### src/frp_map.vh
// Constants for the flash readout protection block: level codes, areas,
// operations, geometry and timing counts.
// Assumes inclusion by bare name from the design files.
`ifndef FRP_MAP_VH
`define FRP_MAP_VH

// Protection level encodings
`define FRP_LVL_0        2'h0
`define FRP_LVL_HALF     2'h1
`define FRP_LVL_1        2'h2
`define FRP_LVL_2        2'h3

// Target areas
`define FRP_AREA_FLASH   3'h0
`define FRP_AREA_SYSMEM  3'h1
`define FRP_AREA_OPTION  3'h2
`define FRP_AREA_OTP     3'h3
`define FRP_AREA_BKPREG  3'h4
`define FRP_AREA_SRAM    3'h5
`define FRP_AREA_DECRYPT 3'h6

// Access operations
`define FRP_OP_READ      2'h0
`define FRP_OP_WRITE     2'h1
`define FRP_OP_ERASE     2'h2

// Flash geometry: 2 banks of 128 pages of 8 Kbytes
`define FRP_PAGES        128
`define FRP_PAGE_BITS    7
`define FRP_PAGE_KBYTES  8
`define FRP_OTP_WORDS    32
`define FRP_OTP_BITS     5

// Regression wipe: time per mass-erase step, ns, and cycles at 5 ns
`define FRP_WIPE_STEP_NS 40
`define FRP_CLK_NS       5
`define FRP_WIPE_CYC     ((`FRP_WIPE_STEP_NS + `FRP_CLK_NS - 1) / `FRP_CLK_NS)

// Reset values
`define FRP_PREFETCH_RST 1'h0

`endif

### src/frp_guard.v
// Access checker for flash readout protection and write protection.
// What this block does
// - Two write-protected page ranges per bank; erase and program inside them refused.
// - Four protection levels 0, 0.5, 1, 2; level 0 restricts no context.
// - Level 0.5 only with security extension; secure debug blocked, non-secure allowed.
// - Level 1 denies flash access to debug, RAM boot or bootloader.
// - Level 1 with security extension: non-secure debug allowed, SRAM boot prevented.
// - Optional password must be presented before leaving level 1 for level 0 or 0.5.
// - Level 2 disables debug, RAM boot and bootloader selection.
// - Level 2 without key is permanent; debug interfaces stay off.
// - Level 2 with key regresses to 1 after debug password match.
// - System memory is read-only in every level and context.
// - Option bytes change only via control path and option-start.
// - Level 2 blocks option writes except the bank-swap bit.
// - Each one-time area word is written once only between resets.
// - Going from level 1 to 0 erases all main flash.
// - Going from level 1 to 0 clears backup registers.
// - Going from level 1 to 0 erases every SRAM.
// - Going from level 1 to 0 erases decryption unit keys.
// - ECC corrects single, flags double errors and records failing address.
// - Each bank holds 128 pages of 8 Kbytes.
// - Reads from one bank served while the other bank erases or programs.
// - Prefetch enable flag, off after reset, enabled by configuration.
// Assumes all inputs synchronous to sys_clk; option byte values come from outside.
`timescale 1ns/100ps
`include "frp_map.vh"

module frp_guard #(
	parameter KEY_BITS  = 64,
	parameter PAGE_BITS = `FRP_PAGE_BITS,
	parameter WIPE_CYC  = `FRP_WIPE_CYC
)(
	input  wire                 sys_clk,
	input  wire                 rst,
	// Option byte image
	input  wire [1:0]           opt_level,
	input  wire                 security_extension_enable,
	input  wire                 opt_key_set,
	input  wire [KEY_BITS-1:0]  opt_key,
	input  wire                 opt_pwd_needed,
	input  wire [PAGE_BITS-1:0] wp_a_start,
	input  wire [PAGE_BITS-1:0] wp_a_end,
	input  wire                 wp_a_en,
	input  wire [PAGE_BITS-1:0] wp_b_start,
	input  wire [PAGE_BITS-1:0] wp_b_end,
	input  wire                 wp_b_en,
	input  wire [PAGE_BITS-1:0] wp_c_start,
	input  wire [PAGE_BITS-1:0] wp_c_end,
	input  wire                 wp_c_en,
	input  wire [PAGE_BITS-1:0] wp_d_start,
	input  wire [PAGE_BITS-1:0] wp_d_end,
	input  wire                 wp_d_en,
	// Execution context
	input  wire                 debug_connected,
	input  wire                 debug_secure,
	input  wire                 boot_ram,
	input  wire                 boot_loader,
	// Access request
	input  wire                 req_valid,
	input  wire [2:0]           req_area,
	input  wire [1:0]           req_op,
	input  wire                 req_secure,
	input  wire                 req_bank,
	input  wire [PAGE_BITS-1:0] req_page,
	input  wire                 req_direct,
	input  wire [4:0]           req_word,
	input  wire [31:0]          req_wdata,
	input  wire                 opt_swap_only,
	// Option update through the control path
	input  wire                 option_update_start,
	input  wire [1:0]           opt_new_level,
	// Debug password presentation
	input  wire                 pwd_valid,
	input  wire [KEY_BITS-1:0]  pwd_value,
	// Flash bank activity
	input  wire                 bank_busy_0,
	input  wire                 bank_busy_1,
	// ECC syndrome report from the array, and prefetch enable
	input  wire                 ecc_valid,
	input  wire                 ecc_single,
	input  wire                 ecc_double,
	input  wire [31:0]          ecc_addr,
	input  wire                 prefetch_enable,
	// Answers
	output reg                  grant_reg,
	output reg                  deny_reg,
	output reg                  wait_reg,
	output reg  [31:0]          otp_rdata,
	output reg  [1:0]           readout_protect_level,
	output reg                  debug_enable_reg,
	output reg                  ram_boot_enable_reg,
	output reg                  loader_enable_reg,
	output reg                  wipe_busy_reg,
	output reg                  wipe_flash_reg,
	output reg                  wipe_backup_reg,
	output reg                  wipe_sram_reg,
	output reg                  wipe_keys_reg,
	output reg                  ecc_corrected_reg,
	output reg                  ecc_failed_reg,
	output reg  [31:0]          ecc_fail_addr_reg,
	output reg                  prefetch_on_reg,
	output reg                  pwd_ok_reg
);
	// Wipe sequencer states, one-hot
	localparam ST_IDLE  = 5'h01;
	localparam ST_FLASH = 5'h02;
	localparam ST_BKP   = 5'h04;
	localparam ST_SRAM  = 5'h08;
	localparam ST_KEYS  = 5'h10;

	reg  [4:0]  state_reg;
	reg  [4:0]  state_next;
	reg  [7:0]  cnt_reg;
	reg         grant_next;
	reg         deny_next;
	reg         wait_next;
	wire [31:0] otp_q;
	wire        otp_used;
	wire        otp_wr;
	wire        ctx_user;

	// Page inside an enabled range
	function in_range;
		input                 en;
		input [PAGE_BITS-1:0] lo;
		input [PAGE_BITS-1:0] hi;
		input [PAGE_BITS-1:0] pg;
		begin
			in_range = en && (pg >= lo) && (pg <= hi);
		end
	endfunction

	// Page falls in a write-protected area of its bank
	function wp_hit;
		input                 bank;
		input [PAGE_BITS-1:0] pg;
		begin
			if (bank)
				wp_hit = in_range(wp_c_en, wp_c_start, wp_c_end, pg) ||
					in_range(wp_d_en, wp_d_start, wp_d_end, pg);
			else
				wp_hit = in_range(wp_a_en, wp_a_start, wp_a_end, pg) ||
					in_range(wp_b_en, wp_b_start, wp_b_end, pg);
		end
	endfunction

	// Anything other than user boot from flash is the restricted context
	assign ctx_user = !debug_connected && !boot_ram && !boot_loader;
	assign otp_wr   = grant_next && req_area == `FRP_AREA_OTP && req_op == `FRP_OP_WRITE;

	frp_otp_mem #(
		.WIDTH (32),
		.ABITS (`FRP_OTP_BITS)
	) u_otp (
		.sys_clk     (sys_clk),
		.rst         (rst),
		.wr_en       (otp_wr),
		.addr        (req_word),
		.wr_data     (req_wdata),
		.rd_data_reg (otp_q),
		.used        (otp_used)
	);

	// Access decision table; a wipe in progress blocks everything
	always @*
	begin
		grant_next = 1'b0;
		deny_next  = 1'b0;
		wait_next  = 1'b0;
		if (req_valid)
		begin
			if (state_reg != ST_IDLE)
				deny_next = 1'b1;
			else
			begin
				case (req_area)
				`FRP_AREA_SYSMEM:
					grant_next = (req_op == `FRP_OP_READ);
				`FRP_AREA_OPTION:
					if (req_op == `FRP_OP_READ)
						grant_next = 1'b1;
					else if (req_op == `FRP_OP_ERASE || req_direct)
						grant_next = 1'b0;
					else if (readout_protect_level == `FRP_LVL_2)
						grant_next = opt_swap_only;
					else
						grant_next = 1'b1;
				`FRP_AREA_OTP:
					if (req_op == `FRP_OP_READ)
						grant_next = 1'b1;
					else
						grant_next = (req_op == `FRP_OP_WRITE) && !otp_used;
				`FRP_AREA_DECRYPT:
					// Decryption regions stay unreadable from debug at level 1
					grant_next = ctx_user || req_op != `FRP_OP_READ ||
						readout_protect_level == `FRP_LVL_0;
				default:
				begin
					// Flash, backup registers, SRAM share the level rule
					if (ctx_user || readout_protect_level == `FRP_LVL_0)
						grant_next = 1'b1;
					else if (readout_protect_level == `FRP_LVL_HALF)
						grant_next = !req_secure && !debug_secure;
					else if (readout_protect_level == `FRP_LVL_1 &&
						security_extension_enable && debug_connected &&
						!debug_secure && !req_secure && !boot_ram && !boot_loader)
						grant_next = 1'b1;
					else
						grant_next = 1'b0;
					if (req_area == `FRP_AREA_FLASH && req_op != `FRP_OP_READ &&
						wp_hit(req_bank, req_page))
						grant_next = 1'b0;
					if (req_area != `FRP_AREA_FLASH && req_op == `FRP_OP_ERASE)
						grant_next = 1'b0;
					// Same-bank read stalls during program; other bank runs freely
					if (grant_next && req_area == `FRP_AREA_FLASH &&
						req_op == `FRP_OP_READ &&
						(req_bank ? bank_busy_1 : bank_busy_0))
					begin
						grant_next = 1'b0;
						wait_next  = 1'b1;
					end
				end
				endcase
				deny_next = !grant_next && !wait_next;
			end
		end
	end

	// Answer registers and one-time area read data
	always @(posedge sys_clk or posedge rst)
	begin
		if (rst)
		begin
			grant_reg <= 1'b0;
			deny_reg  <= 1'b0;
			wait_reg  <= 1'b0;
			otp_rdata <= 32'h00000000;
		end
		else
		begin
			grant_reg <= grant_next;
			deny_reg  <= deny_next;
			wait_reg  <= wait_next;
			otp_rdata <= otp_q;
		end
	end

	// Level 2 context lockout; level 1 with the security extension also blocks RAM boot
	always @(posedge sys_clk or posedge rst)
	begin
		if (rst)
		begin
			debug_enable_reg    <= 1'b0;
			ram_boot_enable_reg <= 1'b0;
			loader_enable_reg   <= 1'b0;
		end
		else
		begin
			debug_enable_reg    <= readout_protect_level != `FRP_LVL_2;
			ram_boot_enable_reg <= readout_protect_level == `FRP_LVL_0 ||
				readout_protect_level == `FRP_LVL_HALF ||
				(readout_protect_level == `FRP_LVL_1 && !security_extension_enable);
			loader_enable_reg   <= readout_protect_level != `FRP_LVL_2;
		end
	end

	// Password match latch; a mismatch withdraws earlier approval
	always @(posedge sys_clk or posedge rst)
	begin
		if (rst)
			pwd_ok_reg <= 1'b0;
		else if (pwd_valid)
			pwd_ok_reg <= opt_key_set && (pwd_value == opt_key);
		else if (option_update_start && state_next == ST_IDLE)
			pwd_ok_reg <= 1'b0;
	end

	// Level register: loaded from option bytes at reset release via first edge
	reg loaded_reg;
	always @(posedge sys_clk or posedge rst)
	begin
		if (rst)
		begin
			readout_protect_level <= `FRP_LVL_2;
			loaded_reg            <= 1'b0;
		end
		else if (!loaded_reg)
		begin
			// Half level collapses to 1 without the security extension
			readout_protect_level <= (opt_level == `FRP_LVL_HALF &&
				!security_extension_enable) ? `FRP_LVL_1 : opt_level;
			loaded_reg            <= 1'b1;
		end
		else if (option_update_start && state_reg == ST_IDLE)
		begin
			if (readout_protect_level == `FRP_LVL_2)
			begin
				// Only keyed regression to 1, only after password match
				if (opt_new_level == `FRP_LVL_1 && opt_key_set && pwd_ok_reg)
					readout_protect_level <= `FRP_LVL_1;
			end
			else if (opt_new_level == `FRP_LVL_HALF && !security_extension_enable)
				readout_protect_level <= readout_protect_level;
			else if (readout_protect_level == `FRP_LVL_1 &&
				opt_new_level != `FRP_LVL_1 && opt_new_level != `FRP_LVL_2 &&
				opt_pwd_needed && !pwd_ok_reg)
				readout_protect_level <= readout_protect_level;
			else
				readout_protect_level <= opt_new_level;
		end
	end

	// Wipe sequencer: starts when leaving level 1 for level 0
	always @*
	begin
		state_next = state_reg;
		case (state_reg)
		ST_IDLE:
			if (loaded_reg && option_update_start &&
				readout_protect_level == `FRP_LVL_1 &&
				opt_new_level == `FRP_LVL_0 &&
				(!opt_pwd_needed || pwd_ok_reg))
				state_next = ST_FLASH;
		ST_FLASH:
			if (cnt_reg == 8'h00)
				state_next = ST_BKP;
		ST_BKP:
			if (cnt_reg == 8'h00)
				state_next = ST_SRAM;
		ST_SRAM:
			if (cnt_reg == 8'h00)
				state_next = ST_KEYS;
		ST_KEYS:
			if (cnt_reg == 8'h00)
				state_next = ST_IDLE;
		default:
			state_next = ST_IDLE;
		endcase
	end

	// Each wipe step held for a fixed erase time
	always @(posedge sys_clk or posedge rst)
	begin
		if (rst)
		begin
			state_reg <= ST_IDLE;
			cnt_reg   <= 8'h00;
		end
		else
		begin
			state_reg <= state_next;
			if (state_next != state_reg)
				cnt_reg <= WIPE_CYC[7:0] - 8'h01;
			else if (cnt_reg != 8'h00)
				cnt_reg <= cnt_reg - 8'h01;
		end
	end

	// Wipe strobes held for their whole step
	always @(posedge sys_clk or posedge rst)
	begin
		if (rst)
		begin
			wipe_busy_reg   <= 1'b0;
			wipe_flash_reg  <= 1'b0;
			wipe_backup_reg <= 1'b0;
			wipe_sram_reg   <= 1'b0;
			wipe_keys_reg   <= 1'b0;
		end
		else
		begin
			wipe_busy_reg   <= state_next != ST_IDLE;
			wipe_flash_reg  <= state_next == ST_FLASH;
			wipe_backup_reg <= state_next == ST_BKP;
			wipe_sram_reg   <= state_next == ST_SRAM;
			wipe_keys_reg   <= state_next == ST_KEYS;
		end
	end

	// ECC report capture; each single or double error records its failing address
	always @(posedge sys_clk or posedge rst)
	begin
		if (rst)
		begin
			ecc_corrected_reg <= 1'b0;
			ecc_failed_reg    <= 1'b0;
			ecc_fail_addr_reg <= 32'h00000000;
			prefetch_on_reg   <= `FRP_PREFETCH_RST;
		end
		else
		begin
			ecc_corrected_reg <= ecc_valid && ecc_single && !ecc_double;
			ecc_failed_reg    <= ecc_valid && ecc_double;
			if (ecc_valid && (ecc_single || ecc_double))
				ecc_fail_addr_reg <= ecc_addr;
			prefetch_on_reg   <= prefetch_enable;
		end
	end
endmodule // frp_guard

### src/frp_otp_mem.v
// One-time area: storage with a written flag per word.
// Assumes single-port use from the access checker; read data registered.
`timescale 1ns/100ps
`include "frp_map.vh"

module frp_otp_mem #(
	parameter WIDTH = 32,
	parameter ABITS = `FRP_OTP_BITS
)(
	input  wire             sys_clk,
	input  wire             rst,
	input  wire             wr_en,
	input  wire [ABITS-1:0] addr,
	input  wire [WIDTH-1:0] wr_data,
	output reg  [WIDTH-1:0] rd_data_reg,
	output wire             used
);
	localparam DEPTH = 1 << ABITS;

	reg [WIDTH-1:0] mem [0:DEPTH-1];
	reg [DEPTH-1:0] used_reg;

	// Flag tells the checker a location is spent
	assign used = used_reg[addr];

	// Data array has no reset; the flags carry the meaning
	always @(posedge sys_clk)
	begin
		if (wr_en && !used_reg[addr])
			mem[addr] <= wr_data;
		rd_data_reg <= mem[addr];
	end

	// Written flags, set once and cleared only by reset
	always @(posedge sys_clk or posedge rst)
	begin
		if (rst)
			used_reg <= {DEPTH{1'b0}};
		else if (wr_en)
			used_reg[addr] <= 1'b1;
	end
endmodule // frp_otp_mem

### config.mk
export PLATFORM = sky130hd
export DESIGN_NAME = frp_guard
export DESIGN_NICKNAME = d
export VERILOG_FILES = /design/src/frp_guard.v /design/src/frp_otp_mem.v
export VERILOG_INCLUDE_DIRS = /design/src
export SDC_FILE = /design/constraint.sdc
export NUM_CORES = 1
export LEC_CHECK = 0
export ABC_AREA = 1
export BUFFER_PORTS_ARGS = -buffer_cell sky130_fd_sc_hd__clkbuf_2
export CAP_MARGIN = 20
export CORE_ASPECT_RATIO = 0.8
export CORE_UTILIZATION = 35
export CTS_BUF_LIST = sky130_fd_sc_hd__clkbuf_16
export DETAILED_ROUTE_END_ITERATION = 10
export PLACE_DENSITY_LB_ADDON = 0.08
export SYNTH_ARGS = -nofsm -noshare
export SYNTH_HDL_FRONTEND = slang
export SYNTH_HIERARCHICAL = 1
export SYNTH_SLANG_ARGS = --single-unit
### constraint.sdc
create_clock -name sys_clk -period 4.5 [get_ports sys_clk]
set_input_delay 0.675 -clock sys_clk [delete_from_list [all_inputs] [get_ports sys_clk]]
set_output_delay 0.675 -clock sys_clk [all_outputs]
set_load 0.02 [all_outputs]
==> flow_metrics.py, run 1 <==
metrics = {
    "yosys": {
        "synth.area.top_cells": "edfxtp_1 (64%), nand2_1 (12%), dfrtp_1 (6.4%), nand4_1 (3.5%), nand3_1 (3.0%)",
        "synth.area.mux_share": 0.00776,
        "synth_xor_area_frac": 0.00658,
        "synth_top_family_by_area": "simple AND/OR/NAND/NOR gates",
        "netlist_area_um2": 47700,
        "yosysTopAreaCell": "edfxtp_1",
        "ys_warn_count": 6,
        "synthCells": 3982,
        "synth_seq_cells": 1182,
        "yosysSeqAreaShare": 0.724,
        "synthFlopType": "edfxtp_1",
        "syn-num-nets": 4335,
        "netlist-cell-type-count": 55,
        "synth_top_area_frac": 0.644,
        "synth-async-reset-ratio": 0.107,
        "synth_edf_count": 1024,
        "synth_adder_area_share": 0.0152,
        "synth-compound-area-share": 0.0102,
        "avgSynthCellArea_um2": 12.0,
        "synthSimpleGateAreaFrac": 0.204,
    },
    "cts": {
        "clk_path_buf_depth": 3,
        "cts_root_buf": "clkbuf_16",
        "cts_resized": 0,
        "htree_levels": 3,
        "post_cts_buffers": 0,
        "clk_latency_ns": 0.74,
        "cts_buffers": 118,
        "path_clk_slew_ns": 0.06,
        "cts_tree": "yes",
        "postCtsHoldBufs": 2,
        "cts.sinks": 1182,
    },
    "die": {
        "row_count": 120,
        "die_area_um2": 138000,
        "fp.dieH_um": 332,
        "ioPinCount": 376,
        "die_width_um": 415,
        "core-area_um2": 135000,
        "start_util": 0.355,
    },
    "cells_and_area": {
        "final_nets": 4770,
        "largest_register_ffs": 1024,
        "top_register": "u_otp/mem",
        "fill_cells": 12796,
        "syn2layout_area_growth_pct": 18.6,
        "final_common_cell": "nand2_1",
        "final_util": 0.421,
        "final_cell_mix": "nand2_1 (1,466), edfxtp_1 (1,024), clkbuf_2 (373)",
        "fin_cells": 6292,
        "drive_gt1_frac": 0.173,
        "fin_area_um2": 56600,
    },
    "worst_setup_path": {
        "crit_start": "u_otp/used_reg[9]",
        "start_kind": "flip-flop",
        "rr_startpoint": "u_otp/used_reg[9]",
        "reg2regPathDepth": 22,
        "arrival_ns": 3.87,
        "crit_type": "reg -> reg",
        "end_kind": "flip-flop",
        "worst-path-max-fanout": 22,
        "worstPathRequired_ns": 4.92,
    },
    "sta": {
        "final_hold_viol_count": 0,
        "worst_slack_ns": 1.04,
        "holdWs_ns": 0.114,
        "worstMarginPinSlew_ns": 1.34,
        "setup_tns_ns": 0,
        "finalMaxSlewViolations": 0,
        "relSlewSlack": 0.109,
        "rsz0062_at_grt": "no",
        "setup_viol": 0,
        "fmax_mhz": 289,
        "clock-skew-final_ns": 0.0242,
        "fin_crit_sh": 0.768,
        "min_period_ns": 3.46,
    },
    "grt": {
        "grt-ovfl-total": 0,
        "grtUsageTotal": 0.214,
        "grt_max_degree": 164,
        "antenna_found_initial": 1,
        "grt_pass1_vias": 31316,
        "grt_pass1_wl_um": 218000,
    },
    "place": {
        "gp_congestion": 0.882,
        "postPlaceCellArea_um2": 52800,
        "place_inst": 6064,
        "portBuffers": 375,
        "dp_hpwl_um": 88100,
        "dp_worst_setup_slack_ns": 0.329,
    },
    "route": {
        "drt_iter0_drc": 2173,
        "viasPerCell": 4.99,
        "drc": 0,
        "drtAntennaViolNets": 0,
        "wl_um": 148000,
        "wl_per_cell_um": 23.5,
        "num_vias": 31403,
        "drt-pass1-iter-count": 5,
    },
    "flow_run": {
        "max_cap_violations": 0,
    },
    "run_status": {
        "status": "complete, no violations",
    },
    "power": {
        "power_mw": 23.8,
        "p_per_area_nw_per_um2": 421,
        "vdd_drop_max_mv": 0.353,
        "p_leak_nw": 21.7,
    },
    "min_path": {
        "hp-start": "ecc_double",
        "hold-path-cell-count": 2,
        "hold_class": "in -> reg",
    },
}
[cells in the mapped netlist, types with 3 or more instances]
library cell	number
a211oi_1	6
a21o_1	3
a21oi_1	23
a31oi_1	4
buf_1	20
buf_2	69
buf_4	11
buf_6	5
clkbuf_1	76
dfrtp_1	123
dfstp_2	3
dfxtp_1	32
edfxtp_1	1024
ha_1	58
inv_1	175
inv_2	12
mux2_2	32
nand2_1	1466
nand2_4	3
nand3_1	284
nand3b_1	4
nand4_1	268
nor2_1	120
nor2_2	32
nor2_4	3
nor3_1	13
nor3_2	5
nor3_4	8
nor4_1	4
o21ai_0	22
o22ai_1	5
or2_2	8
xnor2_1	12
xor2_1	22
[layer usage]
layer	GRT usage	vias to the layer above	part of all wire
li1	-	14743	-
met1	0.315	15650	0.48
met2	0.331	826	0.45
met3	0.0345	182	0.052
met4	0.0475	2	0.021
met5	0	-	0.000088
[worst paths after layout]
path                                      to  slack (ns)
setup / recovery           u_otp/mem[15][13]        1.04
hold / removal             ecc_corrected_reg        0.11
setup reg to reg           u_otp/mem[15][13]        1.04
hold reg to reg                otp_rdata[30]        0.32
max in group asynchronous      otp_rdata[26]        3.01
min in group asynchronous         cnt_reg[7]        0.62
[power breakdown]
group	switching, mW	total (mW)	internal, mW
logic	1.33	1.93	0.596
clock network	4.30	9.73	5.44
registers	0.0849	12.2	12.1
total	5.71	23.8	18.1
[kinds of logic (layout without fill, tap and decap cells)]
group,Yosys count,in the layout
AND/OR/NAND/NOR,2224,2224
flip-flops,1182,1182
buffers and inverters,370,910
AO/OA/AOI/OAI,79,79
adder cells (fa/ha/maj),58,58
XOR/XNOR,35,35
multiplexers,33,33
other,1,2
[critical path, stage by stage, from the launching register on]
cell and delay, ns:
dfrtp_1 0.41, nand2_1 0.08, o21ai_0 0.07, nand2_1 0.07, nand2_1 0.05, nand2_1 0.05, nand2_1 0.05, nor2_1 0.16
nand2_4 0.13, nor4_1 0.29, o32ai_1 0.11, nand2_1 0.07, nand2_1 0.05, nand2_1 0.08, nand3_1 0.09, nor2_1 0.10
buf_4 0.16, inv_1 0.08, nor3_2 0.17, buf_4 0.22, nand2_1 0.13, nor2_4 0.24, buf_12 0.24
[final cells by class]
| class | instances | area, µm² | share of cell area |
|---|---|---|---|
| clock inverter | 104 | 771 | 0.0136 |
| clock buffer | 121 | 3030 | 0.0535 |
| timing repair buffer | 496 | 3500 | 0.0618 |
| inverter | 189 | 722 | 0.0128 |
| sequential | 1182 | 34500 | 0.610 |
| antenna | 1 | 2.50 | 0.0000442 |
| multi-input combinational | 2430 | 11800 | 0.209 |
| tap | 1769 | 2210 | 0.0391 |
No activity file was read; power rests on OpenSTA's default activity.
==> inputs of run 2 (changes only) <==
clock period = 3.4 ns   (was 4.5 ns; I/O delays follow)
==> run 2 against run 1 <==
Non-clock buffer count increased by 169. Sequential share of layout area is 2.8 points lower. Flip-flop and latch count did not move. Critical path depth is 1 higher. Setup slack worse by 1.0 ns. Clock power is 42% higher. Register-to-register slack got worse by 1.0 ns. Clock-buffer cell count grew 15. Total power grew 37%.
==> flow_metrics.py, run 2 (synthesis results as in run 1) <==
metrics = {
    "cells_and_area": {
        "fill_cells": 12520,
        "final_nets": 4951,
        "final_cell_mix": "nand2_1 (1,444), edfxtp_1 (1,024), clkbuf_2 (373)",
        "multi_input_area_um2": 12000,
        "final_common_cell": "nand2_1",
        "fin_cells": 6483,
        "top_register": "u_otp/mem",
        "fin_area_um2": 59400,
        "syn2layout_area_growth_pct": 24.3,
        "final_util": 0.441,
        "drive_gt1_frac": 0.202,
        "largest_register_ffs": 1024,
        "regArea_um2": 34500,
    },
    "cts": {
        "clk_latency_ns": 0.78,
        "htree_levels": 4,
        "cts_buffers": 130,
        "cts_root_buf": "clkbuf_16",
        "cts.sinks": 1182,
        "path_clk_slew_ns": 0.06,
        "cts_tree": "yes",
        "clk_path_buf_depth": 3,
    },
    "route": {
        "drt-pass1-iter-count": 5,
        "viasPerCell": 5.05,
        "drtAntennaViolNets": 0,
        "drt_iter0_drc": 2416,
        "num_vias": 32745,
        "wl_per_cell_um": 24.8,
        "dr_wl_met3_um": 10900,
        "dr_wl_met2_um": 71900,
        "wl_met1_um": 74100,
        "maxUsedRoutingLayer": "met4",
        "wl_um": 161000,
        "drc": 0,
    },
    "die": {
        "start_util": 0.355,
        "fp.dieH_um": 332,
        "die_area_um2": 138000,
        "core-area_um2": 135000,
        "ioPinCount": 376,
        "row_count": 120,
        "die_width_um": 415,
    },
    "sta": {
        "min_period_ns": 3.36,
        "clock-skew-final_ns": 0.0292,
        "fmax_mhz": 298,
        "setup_viol": 0,
        "rsz0062_at_grt": "yes",
        "fin_crit_sh": 0.989,
        "holdWs_ns": 0.0735,
        "finalMaxSlewViolations": 0,
        "final_hold_viol_count": 0,
        "relSlewSlack": 0.306,
        "worstMarginPinSlew_ns": 1.04,
    },
    "worst_setup_path": {
        "crit_top_cell": "nand2_1",
        "slowest_stage": "dfrtp_1",
        "end_kind": "flip-flop",
        "worstPathRequired_ns": 3.86,
        "arrival_ns": 3.82,
        "start_kind": "flip-flop",
        "cp_cell_sequence": "nand2_1, o21ai_0, nand2_1, nand2_1, nand2_1, nand2_1, nor2_2, nand2_4, nor4_4, o32ai_2, nand2_1, nand2_1, nand2_2, nand3_4, nor2_4, inv_2, nor3_4, buf_6, buf_6, nand2_4, nor2_4, buf_12, buf_16",
        "crit_type": "reg -> reg",
        "cpPeakStageDelay_ns": 0.41,
        "worst-path-max-fanout": 15,
    },
    "power": {
        "p_per_area_nw_per_um2": 549,
        "p_sw_mw": 7.86,
        "cell_internal_pwr_mw": 24.7,
        "p_sw_frac": 0.241,
        "vdd_drop_max_mv": 0.476,
        "power_mw": 32.6,
        "p_seq_frac": 0.494,
        "power_frac_comb": 0.082,
        "power_frac_clock": 0.424,
        "p_leak_nw": 23.0,
    },
    "grt": {
        "grt_pass1_wl_um": 225000,
        "grt-ovfl-total": 0,
        "grt_pass1_vias": 31772,
        "grtUsageTotal": 0.223,
        "grt_max_degree": 88,
        "antenna_found_initial": 11,
    },
    "place": {
        "gp_congestion": 0.834,
        "dp_hpwl_um": 93700,
        "postPlaceCellArea_um2": 53600,
        "portBuffers": 375,
        "place_inst": 6135,
    },
    "min_path": {
        "hold_class": "in -> reg",
    },
    "run_status": {
        "status": "complete, no violations",
    },
    "flow_run": {
        "max_cap_violations": 0,
    },
}
run 2: final timing paths:
path                                            start                        to  slack [ns]  cells past startpoint
worst min-delay path                     opt_level[1]  readout_protect_level[1]        0.07                      3
min in group asynchronous                         rst                cnt_reg[7]        0.46                      3
worst max-delay path                u_otp/used_reg[5]          u_otp/mem[23][0]        0.04                     23
max in group asynchronous                         rst              otp_rdata[0]        2.23                      4
worst min register to register  u_otp/rd_data_reg[27]             otp_rdata[27]        0.32                      0
worst max register to register      u_otp/used_reg[5]          u_otp/mem[23][0]        0.04                     23
run 2: critical path: cells and delay by family, from the launching register on:
family	cells	cell delay, ns
buffers and inverters	5	0.71
flip-flops	1	0.41
AO/OA/AOI/OAI	2	0.17
AND/OR/NAND/NOR	16	1.71
run 2: repair_timing:
action	CTS	global route
hold buffers	39	0
buffers inserted	9	21
gates cloned	1	30
setup endpoints to repair	302	1021
gates resized for setup	3	48
pin swaps	8	22
hold endpoints to repair	114	0
run 2: power by group through the flow:
| stage | clock (mW) | combinational (mW) | sequential, mW |
|---|---|---|---|
| after floorplan | 0 | 1.33 | 16.6 |
| after global placement | 0 | 2.67 | 16.4 |
| after detailed placement | 0 | 2.66 | 16.4 |
| after CTS | 14.1 | 2.71 | 16.1 |
| after global routing | 14.7 | 2.95 | 16.1 |
| final | 13.8 | 2.67 | 16.1 |
run 2: final cells by class:
type                    count  area share
flip-flops and latches   1182       0.582
inverters                 189      0.0123
repair buffers            665      0.0972
clock buffers             136      0.0573
multi-input cells        2430       0.201
well taps                1769      0.0373
diodes                     10    0.000422
clock inverters           102      0.0120
run 2: per-stage QoR:
stage	TNS, ns	worst slack, ns
detailed placement	-316.45	-0.499
finish	0	0.0389
CTS	0	0.00819
floorplan	-222.11	-0.374
global placement	-334.39	-0.503
global route	-21.03	-0.110
run 2: routing by layer:
metal	track usage	up-vias
li1	-	15134
met1	0.318	16321
met2	0.341	1097
met3	0.0453	193
met4	0.0690	0
met5	0	-
